### src/hdl/eqwa_pkg.sv
// Purpose: shared constants and types for the egress queue with watermark admission
// Assumes: 32-bit AXI4-Lite register words, eight-packet egress queue
// Notes: every offset, field position and reset value lives here once
package eqwa_pkg;
    localparam int DEPTH = 8;
    localparam logic [3:0] DEPTH_CNT = 4'h8;

    // register byte offsets
    localparam logic [7:0] CTRL_OFF = 8'h00;
    localparam logic [7:0] THRESH_OFF = 8'h04;
    localparam logic [7:0] STATUS_OFF = 8'h08;

    // control word fields
    localparam int CTRL_WEN_BIT = 0;
    localparam int CTRL_FUC_BIT = 1;
    localparam int CTRL_WEIGHT_LSB = 4;
    localparam int CTRL_PD_BIT = 8;
    localparam logic [31:0] CTRL_MASK = 32'h0000_01f3;
    localparam logic [31:0] CTRL_RST = 32'h0000_0000;

    // threshold word fields, defaults 3 / 2 / 1
    localparam int THR_P0_LSB = 0;
    localparam int THR_P1_LSB = 8;
    localparam int THR_P2_LSB = 16;
    localparam logic [31:0] THR_MASK = 32'h000f_0f0f;
    localparam logic [31:0] THR_RST = 32'h0001_0203;

    // status word fields
    localparam int STAT_OCC_LSB = 0;
    localparam int STAT_FREE_LSB = 8;
    localparam int STAT_FULL_BIT = 16;

    localparam logic [1:0] RESP_OKAY = 2'h0;
    localparam logic [1:0] RESP_SLVERR = 2'h2;
    localparam logic [1:0] TOP_PRIO = 2'h3;

    typedef struct packed {
        logic [1:0] prio;
        logic [29:0] body;
    } eqwa_pkt_s;

    typedef struct packed {
        eqwa_pkt_s pkt;
        logic sent;
    } eqwa_entry_s;

    typedef enum logic [0:0] {
        EQWA_FCFS = 1'b0,
        EQWA_RETRY = 1'b1
    } eqwa_mode_e;
endpackage

### src/hdl/eqwa_egress_queue.sv
// Purpose: egress packet queue with watermark admission and weighted multicast/unicast choice
// Assumes: one packet descriptor per fabric transfer; link partner acks or retries sent packets
// Notes: registers over AXI4-Lite; ce low freezes every flip-flop outside reset and blocks every handshake except B and R, as bvalid and rvalid hold
`timescale 1ns/1ps
`default_nettype none

// Function
// - weight 0 sends no favoured packet while the other type has one
// - weight 1 alternates types, weight 15 sends fifteen favoured per other
// - no fairness protection; a saturating type may starve the other
// - queue holds at most eight whole packets, kept until acknowledged
// - full queue is signalled to ingress ports, which then hold their packets
// - priority 3 admitted whenever one buffer is free
// - priorities 0-2 admitted only when free count exceeds their threshold
// - thresholds reset to 1, 2 and 3 for priorities 2, 1 and 0
// - queued packets leave in arrival order except during retransmission
// - after a retry send oldest packet of the highest priority present
// - powered down port flushes queue and silently discards accepted packets
// - at most one packet accepted per cycle; losers keep theirs and retry
// - select bit 0 favours multicast, 1 favours unicast; weight counts favoured
// - favoured counter reaching weight gives the other type a turn and clears
// - substitute grant when a type is absent does not consume its turn
module eqwa_egress_queue (
    input wire logic aclk,                      // system clock
    input wire logic aresetn,                   // synchronous reset, active low
    input wire logic ce,                        // clock enable
    input wire logic [7:0] s_axi_awaddr,        // write address
    input wire logic s_axi_awvalid,             // write address valid
    output logic s_axi_awready,                 // write address ready
    input wire logic [31:0] s_axi_wdata,        // write data
    input wire logic [3:0] s_axi_wstrb,         // write byte enables
    input wire logic s_axi_wvalid,              // write data valid
    output logic s_axi_wready,                  // write data ready
    output logic [1:0] s_axi_bresp,             // write response
    output logic s_axi_bvalid,                  // write response valid
    input wire logic s_axi_bready,              // write response ready
    input wire logic [7:0] s_axi_araddr,        // read address
    input wire logic s_axi_arvalid,             // read address valid
    output logic s_axi_arready,                 // read address ready
    output logic [31:0] s_axi_rdata,            // read data
    output logic [1:0] s_axi_rresp,             // read response
    output logic s_axi_rvalid,                  // read data valid
    input wire logic s_axi_rready,              // read data ready
    input wire logic uc_valid,                  // fabric offers a unicast packet
    input wire eqwa_pkg::eqwa_pkt_s uc_pkt,     // offered unicast packet
    output logic uc_ready,                      // unicast packet taken
    input wire logic mc_valid,                  // fabric offers a multicast packet
    input wire eqwa_pkg::eqwa_pkt_s mc_pkt,     // offered multicast packet
    output logic mc_ready,                      // multicast packet taken
    output logic egress_full,                   // queue full, ingress must hold
    output logic tx_valid,                      // packet offered to link
    output eqwa_pkg::eqwa_pkt_s tx_pkt,         // packet offered to link
    input wire logic tx_ready,                  // link takes the packet
    input wire logic link_ack,                  // oldest sent packet acknowledged
    input wire logic link_retry                 // partner retried, resend all unacked
);
    eqwa_pkg::eqwa_entry_s q [eqwa_pkg::DEPTH];
    eqwa_pkg::eqwa_entry_s next_q [eqwa_pkg::DEPTH];
    logic [3:0] occ, next_occ;
    eqwa_pkg::eqwa_mode_e mode, next_mode;
    logic [3:0] cnt [4];
    logic [3:0] next_cnt [4];
    logic [3:0] rr_mc, next_rr_mc;
    logic [31:0] ctrl_w, next_ctrl_w, thr_w, next_thr_w;
    logic bvalid, next_bvalid, rvalid, next_rvalid;
    logic [1:0] bresp, next_bresp, rresp, next_rresp;
    logic [31:0] rdata, next_rdata;

    logic wen, fuc, pd;
    logic [3:0] weight, free, status_occ;
    logic uc_ok, mc_ok, g_uc, g_mc;
    logic [7:0] sent_m, unsent_m, top_m;
    logic [2:0] txi, ri;
    logic [1:0] maxp;
    eqwa_pkg::eqwa_pkt_s g_pkt;

    function automatic logic [2:0] first_set(input logic [7:0] m);
        logic [2:0] idx;
        idx = 3'h0;
        for (int i = 7; i >= 0; i--) begin
            if (m[i]) begin
                idx = 3'(i);
            end
        end
        return idx;
    endfunction

    function automatic logic admit(input eqwa_pkg::eqwa_pkt_s p, input logic [3:0] fr,
                                   input logic [31:0] thr, input logic down);
        logic ok;
        ok = 1'b0;
        if (down) begin
            ok = 1'b1;
        end else if (p.prio == eqwa_pkg::TOP_PRIO) begin
            ok = (fr != 4'h0);
        end else begin
            unique case (p.prio)
                2'h0: ok = fr > thr[eqwa_pkg::THR_P0_LSB +: 4];
                2'h1: ok = fr > thr[eqwa_pkg::THR_P1_LSB +: 4];
                default: ok = fr > thr[eqwa_pkg::THR_P2_LSB +: 4];
            endcase
        end
        return ok;
    endfunction

    function automatic logic [31:0] merge(input logic [31:0] old, input logic [31:0] d,
                                          input logic [3:0] be, input logic [31:0] mask);
        logic [31:0] r;
        r = old;
        for (int b = 0; b < 4; b++) begin
            if (be[b]) begin
                r[b*8 +: 8] = d[b*8 +: 8];
            end
        end
        return r & mask;
    endfunction

    assign wen = ctrl_w[eqwa_pkg::CTRL_WEN_BIT];
    assign fuc = ctrl_w[eqwa_pkg::CTRL_FUC_BIT];
    assign weight = ctrl_w[eqwa_pkg::CTRL_WEIGHT_LSB +: 4];
    assign pd = ctrl_w[eqwa_pkg::CTRL_PD_BIT];
    assign free = eqwa_pkg::DEPTH_CNT - occ;
    assign status_occ = occ;

    // register slave: write needs address and data together, one response each
    always_comb begin
        next_ctrl_w = ctrl_w;
        next_thr_w = thr_w;
        next_bvalid = bvalid;
        next_bresp = bresp;
        next_rvalid = rvalid;
        next_rresp = rresp;
        next_rdata = rdata;
        s_axi_awready = ce && !bvalid && s_axi_awvalid && s_axi_wvalid;
        s_axi_wready = s_axi_awready;
        s_axi_arready = ce && !rvalid;
        if (bvalid && s_axi_bready) begin
            next_bvalid = 1'b0;
        end
        if (s_axi_awready) begin
            next_bvalid = 1'b1;
            next_bresp = eqwa_pkg::RESP_OKAY;
            unique case ({s_axi_awaddr[7:2], 2'h0})
                eqwa_pkg::CTRL_OFF: begin
                    next_ctrl_w = merge(ctrl_w, s_axi_wdata, s_axi_wstrb, eqwa_pkg::CTRL_MASK);
                end
                eqwa_pkg::THRESH_OFF: begin
                    next_thr_w = merge(thr_w, s_axi_wdata, s_axi_wstrb, eqwa_pkg::THR_MASK);
                end
                eqwa_pkg::STATUS_OFF: begin
                    next_bresp = eqwa_pkg::RESP_OKAY;
                end
                default: begin
                    next_bresp = eqwa_pkg::RESP_SLVERR;
                end
            endcase
        end
        if (rvalid && s_axi_rready) begin
            next_rvalid = 1'b0;
        end
        if (s_axi_arready && s_axi_arvalid) begin
            next_rvalid = 1'b1;
            next_rresp = eqwa_pkg::RESP_OKAY;
            next_rdata = 32'h0000_0000;
            unique case ({s_axi_araddr[7:2], 2'h0})
                eqwa_pkg::CTRL_OFF: next_rdata = ctrl_w;
                eqwa_pkg::THRESH_OFF: next_rdata = thr_w;
                eqwa_pkg::STATUS_OFF: begin
                    next_rdata[eqwa_pkg::STAT_OCC_LSB +: 4] = status_occ;
                    next_rdata[eqwa_pkg::STAT_FREE_LSB +: 4] = free;
                    next_rdata[eqwa_pkg::STAT_FULL_BIT] = egress_full;
                end
                default: next_rresp = eqwa_pkg::RESP_SLVERR;
            endcase
        end
    end

    always_ff @(posedge aclk) begin
        if (!aresetn) begin
            ctrl_w <= eqwa_pkg::CTRL_RST;
            thr_w <= eqwa_pkg::THR_RST;
            bvalid <= 1'b0;
            bresp <= eqwa_pkg::RESP_OKAY;
            rvalid <= 1'b0;
            rresp <= eqwa_pkg::RESP_OKAY;
            rdata <= 32'h0000_0000;
        end else if (ce) begin
            ctrl_w <= next_ctrl_w;
            thr_w <= next_thr_w;
            bvalid <= next_bvalid;
            bresp <= next_bresp;
            rvalid <= next_rvalid;
            rresp <= next_rresp;
            rdata <= next_rdata;
        end
    end

    assign s_axi_bvalid = bvalid;
    assign s_axi_bresp = bresp;
    assign s_axi_rvalid = rvalid;
    assign s_axi_rresp = rresp;
    assign s_axi_rdata = rdata;

    // admission, one grant per cycle, queue update and link side
    always_comb begin
        for (int i = 0; i < eqwa_pkg::DEPTH; i++) begin
            next_q[i] = q[i];
        end
        for (int p = 0; p < 4; p++) begin
            next_cnt[p] = cnt[p];
        end
        next_occ = occ;
        next_mode = mode;
        next_rr_mc = rr_mc;
        g_uc = 1'b0;
        g_mc = 1'b0;
        uc_ok = uc_valid && admit(uc_pkt, free, thr_w, pd);
        mc_ok = mc_valid && admit(mc_pkt, free, thr_w, pd);
        if (uc_ok && mc_ok && uc_pkt.prio != mc_pkt.prio) begin
            g_uc = uc_pkt.prio > mc_pkt.prio;
            g_mc = !g_uc;
        end else if (uc_ok && mc_ok && !wen) begin
            g_uc = rr_mc[uc_pkt.prio];
            g_mc = !g_uc;
            next_rr_mc[uc_pkt.prio] = g_mc;
        end else if (uc_ok && mc_ok) begin
            // favoured turn while counter is below weight; no hidden fairness
            if (cnt[uc_pkt.prio] < weight) begin
                g_uc = fuc;
                g_mc = !fuc;
                next_cnt[uc_pkt.prio] = cnt[uc_pkt.prio] + 4'h1;
            end else begin
                g_uc = !fuc;
                g_mc = fuc;
                next_cnt[uc_pkt.prio] = 4'h0;
            end
        end else begin
            // a lone type takes the slot without touching the counter
            g_uc = uc_ok;
            g_mc = mc_ok && !uc_ok;
        end
        uc_ready = ce && g_uc;
        mc_ready = ce && g_mc;
        g_pkt = g_uc ? uc_pkt : mc_pkt;

        maxp = 2'h0;
        for (int i = 0; i < eqwa_pkg::DEPTH; i++) begin
            sent_m[i] = (4'(i) < occ) && q[i].sent;
            unsent_m[i] = (4'(i) < occ) && !q[i].sent;
            if (unsent_m[i] && q[i].pkt.prio > maxp) begin
                maxp = q[i].pkt.prio;
            end
        end
        for (int i = 0; i < eqwa_pkg::DEPTH; i++) begin
            top_m[i] = unsent_m[i] && (q[i].pkt.prio == maxp);
        end
        unique case (mode)
            eqwa_pkg::EQWA_FCFS: txi = first_set(unsent_m);
            eqwa_pkg::EQWA_RETRY: txi = first_set(top_m);
        endcase
        tx_valid = ce && !pd && (|unsent_m);
        tx_pkt = q[txi].pkt;
        ri = first_set(sent_m);

        if (tx_valid && tx_ready) begin
            next_q[txi].sent = 1'b1;
            next_mode = eqwa_pkg::EQWA_FCFS;
        end
        if (ce && link_ack && (|sent_m)) begin
            // retire the oldest sent packet, keeping arrival order
            for (int i = 0; i < eqwa_pkg::DEPTH - 1; i++) begin
                if (3'(i) >= ri) begin
                    next_q[i] = next_q[i + 1];
                end
            end
            next_q[eqwa_pkg::DEPTH - 1] = '0;
            next_occ = next_occ - 4'h1;
        end
        if (ce && link_retry) begin
            for (int i = 0; i < eqwa_pkg::DEPTH; i++) begin
                next_q[i].sent = 1'b0;
            end
            next_mode = eqwa_pkg::EQWA_RETRY;
        end
        if ((g_uc || g_mc) && !pd) begin
            next_q[next_occ[2:0]].pkt = g_pkt;
            next_q[next_occ[2:0]].sent = 1'b0;
            next_occ = next_occ + 4'h1;
        end
        if (pd) begin
            // flushed and grants still accepted, but nothing is stored
            for (int i = 0; i < eqwa_pkg::DEPTH; i++) begin
                next_q[i] = '0;
            end
            next_occ = 4'h0;
            next_mode = eqwa_pkg::EQWA_FCFS;
        end
    end

    always_ff @(posedge aclk) begin
        if (!aresetn) begin
            for (int i = 0; i < eqwa_pkg::DEPTH; i++) begin
                q[i] <= '0;
            end
            for (int p = 0; p < 4; p++) begin
                cnt[p] <= 4'h0;
            end
            occ <= 4'h0;
            mode <= eqwa_pkg::EQWA_FCFS;
            rr_mc <= 4'h0;
        end else if (ce) begin
            for (int i = 0; i < eqwa_pkg::DEPTH; i++) begin
                q[i] <= next_q[i];
            end
            for (int p = 0; p < 4; p++) begin
                cnt[p] <= next_cnt[p];
            end
            occ <= next_occ;
            mode <= next_mode;
            rr_mc <= next_rr_mc;
        end
    end

    assign egress_full = (occ == eqwa_pkg::DEPTH_CNT) && !pd;
endmodule // eqwa_egress_queue

`default_nettype wire

### config.mk
export PLATFORM = sky130hd
export DESIGN_NAME = eqwa_egress_queue
export DESIGN_NICKNAME = d
export VERILOG_FILES = /design/src/hdl/eqwa_pkg.sv /design/src/hdl/eqwa_egress_queue.sv
export SDC_FILE = /design/constraint.sdc
export NUM_CORES = 1
export LEC_CHECK = 0
export ABC_AREA = 1
export BUFFER_PORTS_ARGS = -buffer_cell sky130_fd_sc_hd__buf_4
export CAP_MARGIN = 10
export CORE_MARGIN = 5
export CORE_UTILIZATION = 30
export CTS_CLUSTER_DIAMETER = 60
export DETAILED_ROUTE_END_ITERATION = 7
export SETUP_SLACK_MARGIN = 0.5
export SLEW_MARGIN = 20
export SYNTH_ARGS = -nofsm -noshare
export SYNTH_HDL_FRONTEND = slang
export SYNTH_SLANG_ARGS = --single-unit
### constraint.sdc
create_clock -name aclk -period 9.4 [get_ports aclk]
set_clock_uncertainty 0.1 [all_clocks]
set_input_delay 1.88 -clock aclk [delete_from_list [all_inputs] [get_ports aclk]]
set_output_delay 1.88 -clock aclk [all_outputs]
set_load 0.05 [all_outputs]
==> metrics.txt <==
Max Clock Freq=slightly above 90 MHz; Met2 Wirelength=33.6 mm; Avg Vias per Cell=5.03; I/O pin count=slightly above 200; final wirelength=just over 70 mm; Yosys reg bits=about 330; DRC viols=0; Layout area overhead=24.4%; DR top layer=met4; Post-CTS Hold Fix Bufs=0; gr usage total=0.170; largest net degree at the start of global routing=approximately 150; P_int=just over 4000 uW; routed vias=between 20,000 and 25,000; global route overflow=0; Post-synth top cells=nand2_1, o21ai_0, inv_1; Worst path slowest cell=dfxtp_4; # setup viols final=32; Cells after DPL=4,014; share of flip-flops with an asynchronous set or reset=0; Die Area=approximately 0.08 sq mm; Post-synth top flop=edfxtp_1; failing checks=negative setup slack; Non-Filler Instances=~4,100; Arr. time, crit path=around 8.9 ns; met1 WL=between 30 and 40 mm; Post-DRT Antenna Nets=0; Yosys top cell by area=edfxtp_1; Yosys warnings=0; share of cells above drive strength 1=0.193; leading post-synthesis cells by cell area=edfxtp_1, o21ai_0, nand2_1; status=finished with violations; nets=approximately 3,300; Detailed Route Iter0 Violations=around 1,800; CP Max Fanout=8; row count=100; CTS sink count=328; critical path's most frequent cell=nand2_2; Least-Margin Pin Slew=~1.0 ns; RSZ-0062 raised after global routing=true; area fraction of the dominant cell type after synthesis=0.377; PortBufs=166; CTS clk-pin slew, worst paths=0.06 ns; H-tree depth=2; GP Congestion=~0.86; reg2reg setup slack=roughly 0.93 ns; Switch Pwr=3150 uW; Peak VDD IR=between 0.1 and 0.15 mV; post-route clock period utilization=1.16; 1st-pass router iterations=5; Seq pwr share=0.260; Clock Power Share=0.224; fin. max-slew vios=0; Power Density=about 260 mW/mm^2; clk buf depth=3; Leak=approximately 0.011 uW; root buf cell=clkbuf_16; Hold/Removal Path Class=register to register; Post-Syn Instances=2,973; Synth cell types=55; n_diodes=0; sequential fraction of the synthesis area=0.420; Worst-Skew Late Latency=about 0.58 ns; worst path required time=around 7.4 ns; CTS tree=yes; post-DP HPWL=between 40 and 50 mm; Hold Violations, Final=0; die width=283 um; crit path launch type=register; count leader, synth=nand2_1; Util after Layout=0.374; vias in the first global route=slightly below 20,000; Num CTS Buffers=between 40 and 50; CP peak stage delay=0.35 ns; core area=around 0.074 sq mm; Critical Setup Path Class=register to primary output; Post-Syn Area=about 0.022 sq mm; Max-slew headroom=0.332; initial antenna violation count=0; Comb pwr share=0.516; switch share=0.435; first-pass GRT wire length=around 110 mm; post-route worst setup slack=-1.51 ns; maxcap violations=0; wire per inst=around 17 um; DR WL met3=4.19 mm; Initial Util=0.301; chip height=about 280 um; Synth Area per Inst=around 7.5 sq um; fill count=7,669; Crit. End Element=primary output; Final Critical Period=10.91 ns; Fin Setup TNS=-46.07 ns; EDFF count, synth=280
## sequential cells by signal (all words and copies together), names as in the netlist
register and count:
q 264, cnt 16, s_axi_rdata 16, thr_w 12, ctrl_w 7, occ 4, rr_mc 4, mode 1
s_axi_bresp 1, s_axi_bvalid 1, s_axi_rresp 1, s_axi_rvalid 1
## worst paths after layout
kind,startpoint,to,cells after the start
min reg2reg,thr_w[19]$_SDFFE_PN0P_,s_axi_rdata[19]$_SDFFE_PN0P_,2
max reg2reg,occ[0]$_SDFFE_PN0P_,q[6][0]$_SDFFCE_PP0P_,71
max,occ[0]$_SDFFE_PN0P_,tx_pkt[24],71
min,thr_w[19]$_SDFFE_PN0P_,s_axi_rdata[19]$_SDFFE_PN0P_,2
## cell families (layout without fill, tap and decap cells)
kind of cell | Yosys count | count (layout) | synth area share
simple gates | 1110 | 1111 | 0.221
fa+ha+maj | 33 | 33 | 0.0185
compound gates | 885 | 885 | 0.211
flops | 328 | 328 | 0.420
other cells | 1 | 18 | 0.000168
mux | 30 | 30 | 0.0152
buf+inv | 580 | 754 | 0.111
xor+xnor | 6 | 6 | 0.00236
## repair_timing
item / 4_1_cts / 5_1_grt
setup buffers: 21 / 9
gates resized for setup: 116 / 71
pin swaps: 91 / 79
cloned: 8 / 3
endpoints found under the setup margin: 32 / 40
## cell type report
class                      count  area, sq um  area share
clock buffer                  57         1200      0.0434
clock inverter                22          159     0.00573
inverter                     355         1350      0.0488
multi-input combinational   2083        11300       0.406
sequential                   328         9370       0.338
tap                          969         1210      0.0437
timing repair buffer         319         3160       0.114
timing repair inverter         1         5.00    0.000181
## per-stage QoR
step | hold WS [ns] | instance area [sq um] | total power (uW) | worst slack [ns]
2_1_floorplan | 0.338 | 22500 | 4110 | -0.401
3_3_place_gp | 0.347 | 25100 | 5180 | -1.06
3_5_place_dp | 0.349 | 25100 | 5210 | -1.15
4_1_cts | 0.358 | 27300 | 7150 | -1.64
5_1_grt | 0.377 | 27700 | 7680 | -2.02
6_report | 0.357 | 27700 | 7250 | -1.51
## metal layers
layer  global-route usage  vias up
li1                     -    10500
met1                0.231     9598
met2                0.286      637
met3               0.0215       89
met4               0.0473        0
met5                    0        -
## worst max-delay path: cells and delay by family (launching register included)
kind	cells	cell delay, ns
adder cells (fa/ha/maj)	7	1.52
AO/OA/AOI/OAI	6	0.81
buffers and inverters	15	1.65
flip-flops	1	0.35
AND/OR/NAND/NOR	43	3.99
## layout by cell type (no fill, tap or decap), types with 17 or more instances in the layout
master / instances
o21ai_0: 526
nand2_1: 511
inv_1: 334
edfxtp_1: 280
a21oi_1: 264
nand3_1: 255
buf_4: 230
nor2_1: 135
nand2_2: 49
clkbuf_16: 47
dfxtp_1: 46
buf_6: 46
nand4_1: 42
nand3_2: 37
nand3b_1: 32
buf_12: 32
mux2_2: 30
ha_1: 24
nand2_4: 18
a211oi_1: 18
conb_1: 18
a211oi_2: 17
## power groups by stage
| stage | clock (uW) | combinational (uW) | sequential (uW) |
|---|---|---|---|
| final | 1620 | 3740 | 1880 |
| after global routing | 1710 | 4070 | 1900 |
| after CTS | 1650 | 3610 | 1880 |
| after detailed placement | 0 | 3300 | 1910 |
| after global placement | 0 | 3280 | 1910 |
| after floorplan | 0 | 2210 | 1910 |
Power figures use the tool's default switching activity.
